<file path="src/slpd_pkg.sv">
// Purpose: Shared constants and types of the serial line powerdown block
// Assumes: sys_clk at 25 MHz, APB register access
// Notes:   Times are kept in their own unit, counts derive from them
package slpd_pkg;

	// ----------------------------------------------------------------
	// Clock and timing
	// ----------------------------------------------------------------
	localparam int CLK_HZ      = 25_000_000;
	localparam int CLK_MHZ     = CLK_HZ / 1_000_000;
	localparam int TICK_US     = 1;
	localparam int TICK_CYC    = TICK_US * CLK_MHZ;
	localparam int IDLE_S      = 30;
	localparam int IDLE_TICKS  = IDLE_S * 1_000_000 / TICK_US;
	localparam int INV_US      = 30;
	// More than the figure: one tick beyond, as phase is unknown
	localparam int INV_TICKS   = INV_US / TICK_US + 1;
	localparam int VALID_NS    = 1000;
	localparam int VALID_CYC   = VALID_NS * CLK_MHZ / 1000;
	localparam int WAKE_US     = 100;
	localparam int WAKE_CYC    = WAKE_US * CLK_MHZ;

	// ----------------------------------------------------------------
	// Register map
	// ----------------------------------------------------------------
	localparam logic [11:0] CTRL_ADDR   = 12'h000;
	localparam logic [11:0] STATUS_ADDR = 12'h004;
	localparam logic [11:0] IDLE_ADDR   = 12'h008;
	localparam logic [11:0] WAKE_ADDR   = 12'h00c;
	localparam logic [11:0] PINS_ADDR   = 12'h010;

	// ----------------------------------------------------------------
	// Reset values
	// ----------------------------------------------------------------
	localparam logic [1:0] CTRL_RST      = 2'h3;
	localparam logic       INVALID_N_RST = 1'b1;
	localparam logic       EXPIRED_RST   = 1'b0;

	// ----------------------------------------------------------------
	// Types
	// ----------------------------------------------------------------
	typedef enum logic [3:0] {
		MODE_FORCED_ON   = 4'b0001,
		MODE_AUTO_ON     = 4'b0010,
		MODE_AUTO_DOWN   = 4'b0100,
		MODE_MANUAL_DOWN = 4'b1000
	} slpd_mode_t;

	typedef struct packed {
		logic ready_en;
		logic monitor_en;
	} slpd_ctrl_t;

	typedef struct packed {
		logic       ready;
		logic       tx_oe;
		logic       supply_ok;
		logic       invalid_n;
		logic       idle_expired;
		slpd_mode_t mode;
	} slpd_status_t;

endpackage

</file>
<file path="src/slpd_top.sv">
// Purpose: Manual and automatic powerdown control of a serial line transceiver
// Assumes: Pins asynchronous to sys_clk, APB slave with zero wait states
// Notes:   Analog pump and comparators are outside; this drives the pump enable and reads the comparators
`timescale 1ns/1ps

module slpd_top #(
	parameter int NUM_TX     = 4,
	parameter int NUM_RX     = 4,
	parameter int IDLE_TICKS = slpd_pkg::IDLE_TICKS
) (
	input  wire logic              sys_clk,
	input  wire logic              rst,
	input  wire logic              psel,
	input  wire logic              penable,
	input  wire logic              pwrite,
	input  wire logic [11:0]       paddr,
	input  wire logic [31:0]       pwdata,
	input  wire logic [3:0]        pstrb,
	output logic      [31:0]       prdata,
	output logic                   pready,
	output logic                   pslverr,
	input  wire logic              hold_awake_in,
	input  wire logic              shutdown_n_in,
	input  wire logic [NUM_TX-1:0] tx_data_in,
	input  wire logic [NUM_RX-1:0] rx_line_in,
	input  wire logic [NUM_RX-1:0] rx_valid_in,
	input  wire logic              supply_ok_in,
	output logic                   pump_en_out,
	output logic                   tx_oe_out,
	output logic                   rx_oe_out,
	output logic                   ready_out,
	output logic                   invalid_n_out
);

	localparam int NUM_ACT = NUM_TX + NUM_RX;

	// ----------------------------------------------------------------
	// Declarations
	// ----------------------------------------------------------------
	logic [2:0]           pin_level;
	logic [2:0]           pin_changed;
	logic [NUM_ACT-1:0]   act_level;
	logic [NUM_ACT-1:0]   act_changed;
	logic [NUM_RX-1:0]    valid_level;
	logic                 tick;
	logic                 hold_awake;
	logic                 shutdown_n;
	logic                 supply_ok;
	logic                 hold_fall;
	logic                 activity;
	logic                 all_invalid;
	logic [31:0]          idle_cnt;
	logic                 idle_expired;
	slpd_pkg::slpd_mode_t mode;
	slpd_pkg::slpd_mode_t next_mode;
	logic                 powered;
	logic [11:0]          wake_cnt;
	logic                 wake_done;
	logic [11:0]          wake_last;
	logic [7:0]           inv_cnt;
	logic [7:0]           val_cnt;
	slpd_pkg::slpd_ctrl_t ctrl;
	slpd_pkg::slpd_status_t status;
	logic                 apb_setup;
	logic                 apb_write;
	logic                 addr_hit;

	// ----------------------------------------------------------------
	// Synchronisers and prescaler
	// ----------------------------------------------------------------
	// control pins and supply comparator, three stages
	slpd_sync #(
		.W (3)
	) u_pin_sync (
		.sys_clk  (sys_clk),
		.rst      (rst),
		.async_in ({supply_ok_in, shutdown_n_in, hold_awake_in}),
		.level    (pin_level),
		.changed  (pin_changed)
	);

	slpd_sync #(
		.W (NUM_ACT)
	) u_act_sync (
		.sys_clk  (sys_clk),
		.rst      (rst),
		.async_in ({rx_line_in, tx_data_in}),
		.level    (act_level),
		.changed  (act_changed)
	);

	slpd_sync #(
		.W (NUM_RX)
	) u_valid_sync (
		.sys_clk  (sys_clk),
		.rst      (rst),
		.async_in (rx_valid_in),
		.level    (valid_level),
		.changed  ()
	);

	// one microsecond enable for slow timers
	slpd_tick #(
		.DIV (slpd_pkg::TICK_CYC)
	) u_tick (
		.sys_clk (sys_clk),
		.rst     (rst),
		.tick    (tick)
	);

	assign hold_awake  = pin_level[0];
	assign shutdown_n  = pin_level[1];
	assign supply_ok   = pin_level[2];
	assign hold_fall   = pin_changed[0] & ~pin_level[0];
	assign activity    = |act_changed;
	assign all_invalid = ~|valid_level;

	// ----------------------------------------------------------------
	// Inactivity timer
	// ----------------------------------------------------------------
	// Priority: shutdown, then hold, then activity, then the hold falling edge, then the count
	always_ff @(posedge sys_clk or posedge rst) begin
		if (rst) begin
			idle_cnt     <= '0;
			idle_expired <= slpd_pkg::EXPIRED_RST;
		end else if (!shutdown_n) begin
			// manual powerdown leaves the timer expired
			idle_expired <= 1'b1;
			idle_cnt     <= '0;
		end else if (hold_awake) begin
			// count held off while forced on
			idle_expired <= 1'b0;
			idle_cnt     <= '0;
		end else if (activity) begin
			idle_expired <= 1'b0;
			idle_cnt     <= '0;
		end else if (hold_fall) begin
			// count runs again from the falling edge
			idle_expired <= 1'b0;
			idle_cnt     <= '0;
		end else if (tick && !idle_expired) begin
			if (idle_cnt >= 32'(IDLE_TICKS - 1)) begin
				idle_expired <= 1'b1;
			end else begin
				idle_cnt <= idle_cnt + 32'h0000_0001;
			end
		end
	end

	// ----------------------------------------------------------------
	// Power mode
	// ----------------------------------------------------------------
	always_comb begin
		if (!shutdown_n) begin
			next_mode = slpd_pkg::MODE_MANUAL_DOWN;
		end else if (hold_awake) begin
			next_mode = slpd_pkg::MODE_FORCED_ON;
		end else if (idle_expired) begin
			// leaving manual down with hold low needs a transition
			next_mode = slpd_pkg::MODE_AUTO_DOWN;
		end else begin
			// automatic mode only with hold low and shutdown high
			next_mode = slpd_pkg::MODE_AUTO_ON;
		end
	end

	always_ff @(posedge sys_clk or posedge rst) begin
		if (rst) begin
			mode <= slpd_pkg::MODE_MANUAL_DOWN;
		end else begin
			mode <= next_mode;
		end
	end

	always_comb begin
		case (mode)
			slpd_pkg::MODE_FORCED_ON: begin
				powered = 1'b1;
			end
			slpd_pkg::MODE_AUTO_ON: begin
				powered = 1'b1;
			end
			default: begin
				powered = 1'b0;
			end
		endcase
	end

	// ----------------------------------------------------------------
	// Wake-up timing
	// ----------------------------------------------------------------
	// Supply comparator may lag; the count bounds the exit time
	always_ff @(posedge sys_clk or posedge rst) begin
		if (rst) begin
			wake_cnt  <= '0;
			wake_done <= 1'b0;
		end else if (!powered) begin
			wake_cnt  <= '0;
			wake_done <= 1'b0;
		end else if (!wake_done) begin
			// transmitters enabled no later than the exit time
			if (wake_cnt == 12'(slpd_pkg::WAKE_CYC - 1) || supply_ok) begin
				wake_done <= 1'b1;
			end else begin
				wake_cnt <= wake_cnt + 12'h001;
			end
		end
	end

	// Latency of the last wake-up, for software
	always_ff @(posedge sys_clk or posedge rst) begin
		if (rst) begin
			wake_last <= '0;
		end else if (powered && !wake_done &&
				(wake_cnt == 12'(slpd_pkg::WAKE_CYC - 1) || supply_ok)) begin
			wake_last <= wake_cnt;
		end
	end

	// ----------------------------------------------------------------
	// Pin outputs
	// ----------------------------------------------------------------
	always_ff @(posedge sys_clk or posedge rst) begin
		if (rst) begin
			pump_en_out <= 1'b0;
			tx_oe_out   <= 1'b0;
			rx_oe_out   <= 1'b1;
			ready_out   <= 1'b0;
		end else begin
			// pump stops in every powerdown mode
			pump_en_out <= powered;
			// transmitters released until the pump is back
			tx_oe_out   <= powered && (wake_done || supply_ok);
			// receivers off in manual down on monitor variants
			rx_oe_out   <= !(mode == slpd_pkg::MODE_MANUAL_DOWN && ctrl.monitor_en);
			// ready only while up and the supply is reached
			ready_out   <= ctrl.ready_en && powered && supply_ok;
		end
	end

	// ----------------------------------------------------------------
	// Invalid level detector
	// ----------------------------------------------------------------
	// runs regardless of mode and never feeds the power logic
	always_ff @(posedge sys_clk or posedge rst) begin
		if (rst) begin
			inv_cnt       <= '0;
			val_cnt       <= '0;
			invalid_n_out <= slpd_pkg::INVALID_N_RST;
		end else if (all_invalid) begin
			val_cnt <= '0;
			// low once every receiver is invalid long enough
			if (inv_cnt == 8'(slpd_pkg::INV_TICKS)) begin
				invalid_n_out <= 1'b0;
			end else if (tick) begin
				inv_cnt <= inv_cnt + 8'h01;
			end
		end else begin
			inv_cnt <= '0;
			// high a microsecond after any valid receiver
			if (val_cnt == 8'(slpd_pkg::VALID_CYC - 1)) begin
				invalid_n_out <= 1'b1;
			end else begin
				val_cnt <= val_cnt + 8'h01;
			end
		end
	end

	// ----------------------------------------------------------------
	// APB slave
	// ----------------------------------------------------------------
	// Zero wait states; read data is latched in the setup cycle
	assign pready    = 1'b1;
	assign apb_setup = psel && !penable;
	assign apb_write = psel && penable && pwrite;

	always_comb begin
		if (paddr == slpd_pkg::CTRL_ADDR) begin
			addr_hit = 1'b1;
		end else if (paddr == slpd_pkg::STATUS_ADDR) begin
			addr_hit = 1'b1;
		end else if (paddr == slpd_pkg::IDLE_ADDR) begin
			addr_hit = 1'b1;
		end else if (paddr == slpd_pkg::WAKE_ADDR) begin
			addr_hit = 1'b1;
		end else if (paddr == slpd_pkg::PINS_ADDR) begin
			addr_hit = 1'b1;
		end else begin
			addr_hit = 1'b0;
		end
	end

	assign pslverr = psel && penable && !addr_hit;

	always_ff @(posedge sys_clk or posedge rst) begin
		if (rst) begin
			ctrl <= slpd_pkg::CTRL_RST;
		end else if (apb_write && paddr == slpd_pkg::CTRL_ADDR && pstrb[0]) begin
			ctrl <= pwdata[1:0];
		end
	end

	always_comb begin
		status.ready        = ready_out;
		status.tx_oe        = tx_oe_out;
		status.supply_ok    = supply_ok;
		status.invalid_n    = invalid_n_out;
		status.idle_expired = idle_expired;
		status.mode         = mode;
	end

	always_ff @(posedge sys_clk or posedge rst) begin
		if (rst) begin
			prdata <= '0;
		end else if (apb_setup && !pwrite) begin
			if (paddr == slpd_pkg::CTRL_ADDR) begin
				prdata <= {30'h0, ctrl};
			end else if (paddr == slpd_pkg::STATUS_ADDR) begin
				prdata <= {23'h0, status};
			end else if (paddr == slpd_pkg::IDLE_ADDR) begin
				prdata <= idle_cnt;
			end else if (paddr == slpd_pkg::WAKE_ADDR) begin
				prdata <= {20'h0, wake_last};
			end else if (paddr == slpd_pkg::PINS_ADDR) begin
				prdata <= {30'h0, shutdown_n, hold_awake};
			end else begin
				prdata <= '0;
			end
		end
	end

endmodule // slpd_top

</file>
<file path="src/slpd_sync.sv">
// Purpose: Three-stage synchroniser with agreement filter
// Assumes: Inputs asynchronous to sys_clk
// Notes:   A change counts once stages two and three agree
`timescale 1ns/1ps
module slpd_sync #(
	parameter int W = 1
) (
	input  wire logic         sys_clk,
	input  wire logic         rst,
	input  wire logic [W-1:0] async_in,
	output logic      [W-1:0] level,
	output logic      [W-1:0] changed
);

	logic [W-1:0] stage1;
	logic [W-1:0] stage2;
	logic [W-1:0] stage3;

	// ----------------------------------------------------------------
	// Capture chain
	// ----------------------------------------------------------------
	always_ff @(posedge sys_clk or posedge rst) begin
		if (rst) begin
			stage1 <= '0;
			stage2 <= '0;
			stage3 <= '0;
		end else begin
			stage1 <= async_in;
			stage2 <= stage1;
			stage3 <= stage2;
		end
	end

	// ----------------------------------------------------------------
	// Agreement and change pulse
	// ----------------------------------------------------------------
	always_ff @(posedge sys_clk or posedge rst) begin
		if (rst) begin
			level   <= '0;
			changed <= '0;
		end else begin
			for (int i = 0; i < W; i++) begin
				changed[i] <= 1'b0;
				if (stage2[i] == stage3[i] && stage3[i] != level[i]) begin
					level[i]   <= stage3[i];
					changed[i] <= 1'b1;
				end
			end
		end
	end

endmodule // slpd_sync

</file>
<file path="src/slpd_tick.sv">
// Purpose: Prescaler giving a one-cycle enable pulse
// Assumes: DIV of at least two
// Notes:   Idle and invalid timing in the block runs from this pulse; wake and valid counts run on sys_clk
`timescale 1ns/1ps
module slpd_tick #(
	parameter int DIV = slpd_pkg::TICK_CYC
) (
	input  wire logic sys_clk,
	input  wire logic rst,
	output logic      tick
);

	logic [15:0] count;

	always_ff @(posedge sys_clk or posedge rst) begin
		if (rst) begin
			count <= '0;
			tick  <= 1'b0;
		end else if (count == 16'(DIV - 1)) begin
			count <= '0;
			tick  <= 1'b1;
		end else begin
			count <= count + 16'h0001;
			tick  <= 1'b0;
		end
	end

endmodule // slpd_tick

</file>
<file path="config.mk">
export PLATFORM = sky130hd
export DESIGN_NAME = slpd_top
export DESIGN_NICKNAME = d
export VERILOG_FILES = /design/src/slpd_pkg.sv /design/src/slpd_top.sv /design/src/slpd_sync.sv /design/src/slpd_tick.sv
export SDC_FILE = /design/constraint.sdc
export NUM_CORES = 1
export LEC_CHECK = 0
export BUFFER_PORTS_ARGS = -buffer_cell sky130_fd_sc_hd__buf_2
export CORE_MARGIN = 4
export CORE_UTILIZATION = 62
export CTS_CLUSTER_SIZE = 28
export DETAILED_ROUTE_END_ITERATION = 10
export HOLD_SLACK_MARGIN = 0.08
export PLACE_DENSITY = 0.81
export SYNTH_ARGS = -nofsm -noshare
export SYNTH_HDL_FRONTEND = slang
export SYNTH_SLANG_ARGS = --single-unit
</file>
<file path="constraint.sdc">
create_clock -name sys_clk -period 13.3 [get_ports sys_clk]
set_input_delay 0.665 -clock sys_clk [delete_from_list [all_inputs] [get_ports sys_clk]]
set_output_delay 0.665 -clock sys_clk [all_outputs]
set_load 0.01 [all_outputs]
</file>
**Word-level counts from Yosys, hierarchy flattened**

Index checks and enable logic that the tools add are counted.

- Bits in registers: 203
- Input bits: 68
- Output and inout port bits: 39
- Logic and storage cells: 200

- $add $sub $neg: 5
- $lt $le $gt $ge: 1
- Equal/unequal tests: 49
- Muxes and demuxes: 51
- Bitwise operators: 2
- Reduce and logical (&&, ||, !) cells: 48

Operators with widths:

| kind | count |
|---|---|
| 32-bit 2-to-1 mux | 9 |
| 12-bit 2-to-1 mux | 4 |
| 8-bit 2-to-1 mux | 5 |
| 32-bit by 1-bit adder with 32-bit output, second input constant | 1 |
| 32-bit by 25-bit >= comparator with 1-bit output, second input constant | 1 |
| 1-bit logical AND | 29 |
| 1-bit 2-to-1 mux | 28 |
| 12-bit by 4-bit equality test with 1-bit output, second input constant | 2 |
| 16-bit by 1-bit adder with 16-bit output, second input constant | 1 |
| 8-bit by 1-bit adder with 8-bit output, second input constant | 2 |
| 16-bit by 5-bit equality test with 1-bit output, second input constant | 1 |
| 8-bit by 5-bit equality test with 1-bit output, second input constant | 2 |
| 16-bit 2-to-1 mux | 1 |
| 1-bit equality test | 15 |
| 1-bit inequality test | 15 |
| 5-bit inequality test, second input constant | 3 |
| 12-bit by 1-bit adder with 12-bit output, second input constant | 1 |
| 12-bit equality test, second input constant | 1 |
| 12-bit by 3-bit equality test with 1-bit output, second input constant | 1 |
| 12-bit by 5-bit equality test with 1-bit output, second input constant | 1 |
| 12-bit logical NOT | 1 |
| 2-bit AND reduction | 5 |
| 2-bit inequality test, second input constant | 4 |
| 8-bit OR reduction | 1 |
| 14 further kinds | 22 |

**Logic depth before layout (Yosys ltp)**

Gate-level depths: netlist of run 1.

- Word-level depth: 8
- Gate-level depth with buffers: 8
- Gate-level depth less buffers: 6

**Hierarchy**

A second synthesis of run 1 with hierarchy kept.

- Cells, all modules: 734
- Area, all modules: 8,635.8 µm²

By module, submodules not included:

| module | times used | cells each | area an instance (µm²) | seq. area each (µm²) |
|---|---|---|---|---|
| slpd_top | 1 | 523 | 5,509.0 | 2,934.1 |
| slpd_sync (u_act_sync) | 1 | 73 | 1,224.9 | 1,001.0 |
| slpd_tick | 1 | 73 | 825.8 | 425.4 |
| slpd_sync (u_valid_sync) | 1 | 37 | 614.3 | 500.5 |
| slpd_sync (u_pin_sync) | 1 | 28 | 461.7 | 375.4 |

**Worst setup path after synthesis of run 1**

No wires, ideal clock.

- Path kind: input-to-reg
- Start: input port paddr[9]
- End: register ctrl[0] (netlist name)
- Setup time: 0.082 ns
- Data arrival time: 2.346 ns
- Required time: 13.218 ns
- Setup slack: 10.872 ns
- Stages on the path: 5
- Path buffers: 0
- Cell sequence: nor4_1 nand3_1 or4_1 nor3_1 mux2_2

- Cells in the longest elaborated chain, start to end: 3

RTL lines:

| element | line | text |
|---|---|---|
| start, declared | slpd_top.sv:16 | `input wire logic [11:0] paddr,` |
| 12-bit logical NOT | slpd_top.sv:298 | `end else if (apb_write && paddr == slpd_pkg::CTRL_ADDR && pstrb[0]) begin` |
| 1-bit logical AND (2 in series) | slpd_top.sv:298 |  |
| end signal, assigned | slpd_top.sv:297 | `ctrl <= slpd_pkg::CTRL_RST;` |
| end signal, assigned | slpd_top.sv:299 | `ctrl <= pwdata[1:0];` |
| end, declared | slpd_top.sv:62 | `slpd_pkg::slpd_ctrl_t ctrl;` |

No other way between the ends.
A chain may end at the register's enable or synchronous reset.

**Worst setup path after layout of run 1**

- Start: register idle_cnt[20]
- End: register idle_cnt[15]

- Cells in the longest elaborated chain, start to end: 3

RTL lines:

| element | line | text |
|---|---|---|
| start, declared | slpd_top.sv:52 | `logic [31:0] idle_cnt;` |
| start signal, assigned | slpd_top.sv:145 | `idle_cnt <= idle_cnt + 32'h0000_0001;` |
| 32-bit by 25-bit >= comparator with 1-bit output | slpd_top.sv:142 | `if (idle_cnt >= 32'(IDLE_TICKS - 1)) begin` |
| 5-bit inequality test (no line) | -- |  |
| 2-bit AND reduction (no line) | -- |  |

No other way between the ends.

==> results of run 1 <==
-- path summary, 6_finish.rpt --
kind                            slack, ps                   end  cells past startpoint                  from
worst max-delay path                10580          idle_cnt[15]                      6          idle_cnt[20]
worst min-delay path                  280  u_pin_sync.stage1[0]                      1         hold_awake_in
max in group asynchronous           11430           idle_cnt[3]                      3                   rst
worst max register to register      10580          idle_cnt[15]                      6          idle_cnt[20]
worst min register to register        350  u_pin_sync.stage2[0]                      0  u_pin_sync.stage1[0]
min in group asynchronous             350       u_tick.count[1]                      2                   rst
-- synth_stat cells, types with 4 or more instances --
master      n
nor2_1     65
buf_4       4
mux2_2     20
inv_1      17
and2_1     12
a22oi_1     7
nand3b_1    4
nand2b_1    9
nand3_1    29
a211oi_1    9
a21oi_1    33
xnor2_1    25
nor4_1     15
clkbuf_1   22
o21a_1      4
or4_1      14
dfstp_2     5
o31ai_1    10
xor2_1     12
and4_1      4
maj3_1      6
dfrtp_1   198
ha_1        7
nand4_1    17
nor4b_1     5
o21ai_0    48
and3_1      8
or3_1       9
nand2_1   112
mux2i_1     7
a21o_1      5
nor3_1     12
o211ai_1    4
-- report_power, final --
group	switching, W	total [W]	internal, W
sequential	0.0000215	0.000668	0.000647
combinational	0.0000523	0.0000845	0.0000322
clock	0.000228	0.000592	0.000364
total	0.000302	0.00135	0.00104
-- state kept, by name, indices dropped and copies added, names as in the netlist, 2 cells and up --
| name | count |
|---|---|
| u_act_sync.stage3 | 8 |
| u_valid_sync.stage2 | 4 |
| u_act_sync.stage2 | 8 |
| u_pin_sync.stage3 | 3 |
| u_act_sync.level | 8 |
| u_valid_sync.level | 4 |
| ctrl | 2 |
| u_pin_sync.stage1 | 3 |
| u_act_sync.stage1 | 8 |
| val_cnt | 8 |
| u_valid_sync.stage3 | 4 |
| u_pin_sync.level | 3 |
| u_tick.count | 16 |
| u_pin_sync.stage2 | 3 |
| mode | 4 |
| idle_cnt | 32 |
| u_valid_sync.stage1 | 4 |
| u_act_sync.changed | 8 |
| wake_cnt | 12 |
| prdata | 32 |
| wake_last | 12 |
| inv_cnt | 8 |
-- layer usage --
metal,share of wire (%),up-vias,track usage [%]
li1,-,2950,-
met1,42,3097,29.7
met2,49,215,38.0
met3,6.1,38,3.92
met4,2.4,0,5.61
met5,0,-,0
-- cells in the final DEF (no fill, tap or decap), types with 3 or more instances in the layout --
master       n
buf_2       72
xor2_1      12
o21ai_0     48
maj3_1       6
a31oi_1      3
o31ai_1     10
nor4_1      13
clkbuf_8     6
nor4b_1      5
dfstp_2      5
clkbuf_16   21
nor3_1      12
buf_4        5
and4_1       4
nand4_1     17
mux2_2      20
nand3b_1     4
dfrtp_1    198
and2_1      12
xnor2_1     25
nor2_1      65
and3_1       8
a22oi_1      7
nand2b_1     9
ha_1         7
a21o_1       5
clkbuf_1     4
o211ai_1     4
o21a_1       4
nand3_1     29
mux2i_1      7
a21oi_1     33
a211oi_1     9
nor3b_1      3
inv_1       16
nand2_1    112
or4_1       14
nor2b_1      3
or3_1        9
-- metrics by stage --
step	hold WS [ps]	worst slack [ps]
2_1_floorplan	331	7100
3_3_place_gp	332	10420
3_5_place_dp	336	10290
4_1_cts	260	10610
5_1_grt	259	10390
6_report	282	10580
-- final cells by class --
type / instances / area share [%]
clock inverter: 6 / 0.924
inverter: 17 / 0.732
clock buffer: 31 / 6.39
sequential: 203 / 52.2
tap: 176 / 2.26
multi-input combinational: 544 / 33.4
timing repair buffer: 77 / 4.08
-- logic make-up (layout without fill, tap and decap cells) --
family	count (synthesis)	after routing
simple gates	328	328
fa+ha+maj	13	13
compound gates	138	138
mux	27	27
other cells	1	1
buf+inv	49	131
xor+xnor	37	37
flops	203	203
==> results.json, run 1 <==
{
  "placedCellCount": 1017,
  "hold_violations": 0,
  "drtIter0Drc": 474,
  "synth_cell_type_count": 60,
  "synth.top_cells.by_area": "dfrtp_1, nand2_1, nor2_1",
  "start_util_pct": 64.0,
  "die_w_um": 125,
  "synth_top_family_by_area": "simple AND/OR/NAND/NOR gates",
  "hold_class": "input pin to register",
  "fillers": 934,
  "grt_antenna_before_repair": 0,
  "synth_compound_area_share_pct": 9.90,
  "cts_resized": 0,
  "synth_edf_count": 0,
  "max_cap_violations": 0,
  "clk_latency_ps": 490,
  "max_slew_margin_pct": 21.2,
  "numCtsBuffers": 21,
  "peakVddDrop_mv": 0.105,
  "postCtsSetupBuffers": 0,
  "gp_congestion": 0.868,
  "routedWlPerCell_um": 16.3,
  "ys.flop_type": "dfrtp_1",
  "leakagePower_nw": 4.34,
  "yosysWarnings": 0,
  "ys_seq_area_share_pct": 59.5,
  "finalInstanceArea_mm2": 0.00975,
  "syn2layout_area_growth_pct": 14.1,
  "row_count": 42,
  "worstSetupPathType": "register to register",
  "multiInputGateArea_mm2": 0.00326,
  "report.power.total_w": 0.00135,
  "setup-violations-final": 0,
  "core_mm2": 0.0133,
  "viasPerCell": 5.98,
  "cts.sinks": 203,
  "final_util_pct": 73.0,
  "grt_pass1_vias": 6312,
  "fmax_mhz": 367,
  "yosys.area.top_type": "dfrtp_1",
  "async_flop_share_pct": 100,
  "ys_ff_latch": 203,
  "grt_start_max_net_pins": 129,
  "stdcell_count": 1054,
  "critPathLaunchType": "register",
  "port_buffers": 72,
  "synthAdderAreaFrac_pct": 1.73,
  "hpwl_um": 11400,
  "diodes": 0,
  "status": "finished, final reports clean",
  "place_area_mm2": 0.00903,
  "skew_ps": 10.1,
  "synthSimpleGateAreaFrac_pct": 19.1,
  "power_density_mw_per_mm2": 138,
  "period_share_pct": 20.5,
  "clk_path_buf_depth": 3,
  "dr_total_vias": 6300,
  "syn_inst": 796,
  "dieArea_mm2": 0.0157,
  "cp_max_fo": 16,
  "grt_pass1_wl_um": 29500,
  "ant_nets": 0,
  "setup-tns-final_ps": 0,
  "crit_path_end_kind": "register",
  "globalRouteOverflowTotal": 0,
  "postCtsHoldBufs": 0,
  "drive_above_1_share_pct": 16.6,
  "crit_chain": "or4_1 > or4_4 > nor3_2 > buf_4 > nor4_1 > mux2i_1",
  "synth_area_mm2": 0.00854,
  "rsz0062_at_grt": "no",
  "final_nets": 939,
  "drc": 0,
  "path_buf_inv": 1,
  "synth_area_per_cell_um2": 10.7,
  "synthXorXnorAreaFrac_pct": 3.79,
  "synthesis.nets": 871,
  "worstMarginPinSlew_ps": 1170,
  "critPathTopFamily": "simple AND/OR/NAND/NOR gates",
  "slew_violations": 0,
  "cp_slowest_stage_delay_ps": 550,
  "cts_tree": "yes",
  "cts_root_buffer": "clkbuf_16",
  "finalWirelength_um": 17100,
  "clkSlewWorstSetupHoldPaths_ps": 60,
  "required_ps": 13660,
  "track_usage_pct": 22.1,
  "fin_crit_ps": 2720,
  "dr.pass1.iters": 5,
  "h-tree-depth": 1,
  "io_pins": 107,
  "seq_area_mm2": 0.00509,
  "arrival_ps": 3080,
  "synth_top_area_share_pct": 58.0,
  "muxShareOfSynthArea_pct": 3.46,
  "crit_slowest_cell": "nor3_2",
  "die_h_um": 125
}
(Power assumes the default switching activity.)
==> run 2, diff against run 1 <==
CORE_UTILIZATION = 52   (was 62)
PLACE_DENSITY = 0.73   (was 0.81)
clock period = 2.31 ns   (was 13.3 ns; I/O delays follow)
==> run 2 against run 1 <==
Register-to-register slack lost 10000 ps. Power grew to 5.6 times the previous value. Die area grew 18%. Combinational power grew to 6.4 times the previous value. Largest power group unchanged. Highest routed layer unchanged.
==> results.json, run 2 (synthesis gave the netlist of run 1 again) <==
{
  "hold_violations": 0,
  "status": "finished, final reports clean",
  "fin_crit_ps": 2200,
  "routedWlPerCell_um": 14.9,
  "placedCellCount": 1099,
  "track_usage_pct": 19.1,
  "grt_antenna_before_repair": 0,
  "rsz0062_at_grt": "no",
  "die_w_um": 136,
  "stdcell_count": 1152,
  "dieArea_mm2": 0.0185,
  "die_h_um": 136,
  "start_util_pct": 53.4,
  "drc": 0,
  "max_slew_margin_pct": 58.2,
  "leakagePower_nw": 4.60,
  "setup-violations-final": 0,
  "globalRouteOverflowTotal": 0,
  "fillers": 1295,
  "max_cap_violations": 0,
  "io_pins": 107,
  "core_mm2": 0.0160,
  "viasPerCell": 5.41,
  "diodes": 0,
  "power_density_mw_per_mm2": 734,
  "final_nets": 1002,
  "critPathLaunchType": "register",
  "skew_ps": 20.2,
  "hold_class": "input pin to register",
  "worstSetupPathType": "register to register",
  "grt_start_max_net_pins": 89,
  "pre_cts_slack_ps": 50.1,
  "fin_ws_ps": 107,
  "slew_violations": 0,
  "peakVddDrop_mv": 0.536,
  "clk_latency_ps": 490,
  "top_regs": "idle_cnt x32, prdata x32, u_tick.count x16",
  "clkSlewWorstSetupHoldPaths_ps": 60,
  "required_ps": 2690,
  "h-tree-depth": 1,
  "row_count": 46,
  "drive_above_1_share_pct": 19.8,
  "layout_commonest_cell": "dfrtp_1",
  "port_buffers": 72,
  "grt_pass1_vias": 5995,
  "cts.sinks": 203,
  "gp_congestion": 0.908,
  "syn2layout_area_growth_pct": 20.6,
  "clk_path_buf_depth": 3,
  "fmax_mhz": 454,
  "finalWirelength_um": 17200,
  "ant_nets": 0,
  "numCtsBuffers": 21,
  "cts_tree": "yes",
  "cts_root_buffer": "clkbuf_16",
  "dr_total_vias": 6232,
  "drtIter0Drc": 463,
  "postCtsSetupBuffers": 0,
  "dr.pass1.iters": 4,
  "worstMarginPinSlew_ps": 622,
  "period_share_pct": 95.4,
  "hpwl_um": 11700,
  "cp_max_fo": 10,
  "report.power.total_w": 0.00756,
  "final_cell_mix": "dfrtp_1, nand2_1, buf_2",
  "grt_pass1_wl_um": 29200,
  "arrival_ps": 2580,
  "crit_path_end_kind": "register"
}
-- run 2: cell count changes in the layout (fill, tap and decap cells not counted), sizes merged --
cell,change
buf,+42
dlygate4sd3,+21
inv,-3
clkinv,-2
clkinvlp,+2
bufinv,-1
clkbuf,-1
-- run 2: layout make-up --
type | instances | area [um^2] | area share [%]
clock buffer | 30 | 599 | 5.82
multi-input combinational | 544 | 3280 | 31.8
clock inverter | 2 | 37.5 | 0.364
tap | 216 | 270 | 2.62
inverter | 17 | 67.6 | 0.656
timing repair buffer | 140 | 961 | 9.33
sequential | 203 | 5090 | 49.4
-- run 2: critical path: stages (launching register included) --
cell and delay (ps):
dfrtp_1 380, ha_1 260, nor4b_1 170, a311o_1 340, buf_4 180, a21oi_1 370, a31oi_1 170, a41o_1 220
-- run 2: worst paths after layout --
| kind | end | slack, ps | cells after the start | from |
|---|---|---|---|---|
| setup / recovery | wake_cnt[9] | 110 | 7 | wake_cnt[0] |
| hold / removal | prdata[9] | 90 | 5 | pwrite |
| setup reg to reg | wake_cnt[9] | 110 | 7 | wake_cnt[0] |
| hold reg to reg | u_act_sync.stage2[7] | 350 | 0 | u_act_sync.stage1[7] |
| max in group asynchronous | u_act_sync.changed[7] | 1270 | 4 | rst |
| min in group asynchronous | val_cnt[7] | 210 | 3 | rst |
-- run 2: routing by layer --
| metal | track usage, % | part of all wire, % | routed length (um) |
|---|---|---|---|
| met3 | 2.96 | 4.6 | 789 |
| met4 | 4.37 | 2.1 | 368 |
| met5 | 0 | 0 | 0 |
| met1 | 28.3 | 48 | 8260 |
| met2 | 29.9 | 45 | 7790 |
-- run 2: where the power goes --
part / total [W] / switching (W) / internal, W
logic: 0.000539 / 0.000307 / 0.000233
registers: 0.00384 / 0.000116 / 0.00372
clock network: 0.00318 / 0.00128 / 0.00189
-- run 2: through the flow --
| stage | TNS, ps | hold WS, ps | area [um^2] | util (%) |
|---|---|---|---|---|
| 2_1_floorplan | -85480 | 147 | 8550 | - |
| 3_3_place_gp | 0 | 185 | 9430 | 59.0 |
| 3_5_place_dp | 0 | 176 | 9430 | 59.0 |
| 4_1_cts | 0 | 83.8 | 10300 | 64.3 |
| 5_1_grt | 0 | 120 | 10300 | 64.4 |
| 6_report | 0 | 89.1 | 10300 | 64.4 |
-- run 2: timing repair --
| action | 4_1_cts | 5_1_grt |
|---|---|---|
| gates resized for setup | 0 | 3 |
| hold buffers | 21 | 0 |
| hold endpoints to repair | 38 | 0 |
| endpoints found under the setup margin | 0 | 7 |
==> run 3, diff against run 2 <==
PLACE_DENSITY = 0.76   (was 0.73)
==> run 3 against run 2 <==
Critical path depth shrank 2. Setup slack lost 38 ps. Count of clock-buffer cells in the layout grew 2. Register-to-register slack lost 40 ps. Non-clock buffer count grew 3. Sequential cell count is the same. Global-route usage grew 0.16 points. Wire length shrank 0.42%.
==> results.json, run 3 (synthesis gave the netlist of run 1 again) <==
{
  "fmax_mhz": 446,
  "globalRouteOverflowTotal": 0,
  "hold_class": "input pin to register",
  "final_nets": 1006,
  "slew_violations": 0,
  "period_share_pct": 97.0,
  "timing.hold.ws_ps": 85.5,
  "start_util_pct": 53.4,
  "routedWlPerCell_um": 14.8,
  "die_w_um": 136,
  "arrival_ps": 2660,
  "drive_above_1_share_pct": 20.5,
  "timing.rr.start": "idle_cnt[21]",
  "layout_commonest_cell": "dfrtp_1",
  "drtIter0Drc": 424,
  "place_area_mm2": 0.00942,
  "skew_ps": 7.39,
  "fillers": 1258,
  "status": "finished, final reports clean",
  "leakagePower_nw": 4.66,
  "setup-violations-final": 0,
  "diodes": 0,
  "whs_endpoint": "prdata[11]",
  "viasPerCell": 5.43,
  "core_mm2": 0.0160,
  "multiInputGateArea_mm2": 0.00328,
  "reg2reg_to": "idle_cnt[1]",
  "hpwl_um": 11800,
  "track_usage_pct": 19.2,
  "dr_total_vias": 6300,
  "cts.sinks": 203,
  "clkSlewWorstSetupHoldPaths_ps": 60,
  "grt_antenna_before_repair": 0,
  "grt_start_max_net_pins": 59,
  "r2r_cells": 5,
  "grt_pass1_vias": 6117,
  "seq_area_mm2": 0.00509,
  "cts_root_buffer": "clkbuf_16",
  "finalInstanceArea_mm2": 0.0104,
  "dr.pass1.iters": 4,
  "numCtsBuffers": 22,
  "hp-start": "paddr[2]",
  "max_cap_violations": 0,
  "power_density_mw_per_mm2": 765,
  "dieArea_mm2": 0.0185,
  "fin_crit_ps": 2240,
  "peakVddDrop_mv": 0.528,
  "drc": 0,
  "critPathLaunchType": "register",
  "clk_latency_ps": 490,
  "die_h_um": 136,
  "whs_path_depth": 3,
  "worstMarginPinSlew_ps": 656,
  "postCtsSetupBuffers": 0,
  "report.power.total_w": 0.00797,
  "port_buffers": 72,
  "io_pins": 107,
  "top_regs": "idle_cnt x32, prdata x32, u_tick.count x16",
  "r2r_setup_slack_ps": 70,
  "worstSetupPathType": "register to register",
  "ant_nets": 0,
  "max_slew_margin_pct": 56.3,
  "setup-tns-final_ps": 0,
  "row_count": 46,
  "rsz0062_at_grt": "no",
  "clk_path_buf_depth": 3,
  "cp_max_fo": 11,
  "crit_path_end_kind": "register",
  "syn2layout_area_growth_pct": 22.0,
  "required_ps": 2730,
  "h-tree-depth": 1,
  "cts_tree": "yes",
  "grt_pass1_wl_um": 29400,
  "hold_violations": 0,
  "gp_congestion": 0.910,
  "final_cell_mix": "dfrtp_1, nand2_1, buf_2",
  "finalWirelength_um": 17100
}
run 3: cell types whose count changed in the layout (fill, tap and decap cells not counted):
cell	before	now
buf_4	44	48
buf_12	3	1
bufinv_16	1	3
clkbuf_16	21	23
clkinv_2	0	2
dlygate4sd3_1	21	22
ha_1	7	6
ha_2	0	1
run 3: what timing repair did:
action	4_1_cts	5_1_grt
hold buffers	22	0
hold endpoints to repair	118	0
gates resized for setup	0	4
endpoints found under the setup margin	0	9
run 3: layout make-up:
cell class | count | area share [%]
Inverter | 17 | 0.648
Timing Repair Buffer | 143 | 9.22
Clock inverter | 6 | 1.03
Multi-Input combinational cell | 544 | 31.5
Sequential cell | 203 | 48.8
Clock buffer | 32 | 6.23
Tap cell | 216 | 2.59
run 3: worst max-delay path, cell delays in order (launching register included):
cell	delay (ps)
dfrtp_1	370
or4_1	540
or4_4	500
or3_4	420
a21o_1	190
a21oi_2	140
run 3: stage by stage:
step / utilization [%] / std cells / setup WS, ps
floorplan: - / 796 / -432
global placement: 58.9 / 1101 / 94.6
detailed placement: 58.9 / 1101 / 14.6
CTS: 65.0 / 1161 / 4.01
global route: 65.1 / 1161 / 12.5
finish: 65.1 / 1161 / 69.2
run 3: routing by layer:
metal  track usage, %  routed length (um)
met5                0                   0
met3             2.96                1010
met4             6.27                 441
met1             27.6                7800
met2             30.3                7890
run 3: where the power goes:
part | internal, W | leakage (nW) | switching [W]
clock network | 0.00227 | 0.368 | 0.00131
logic | 0.000234 | 1.64 | 0.000307
registers | 0.00373 | 2.65 | 0.000117
total | 0.00623 | 4.66 | 0.00173
run 3: worst max-delay path by stage:
stage / from / end / slack (ps) / cells after the start
after CTS: idle_cnt[10] / idle_cnt[18] / 4 / 6
after detailed placement: idle_cnt[10] / idle_cnt[18] / 10 / 6
after floorplan: rst / idle_cnt[0] / -430 / 1
after global routing: idle_cnt[11] / idle_cnt[18] / 10 / 6
after global placement: idle_cnt[10] / idle_cnt[18] / 90 / 6
final: idle_cnt[21] / idle_cnt[1] / 70 / 5
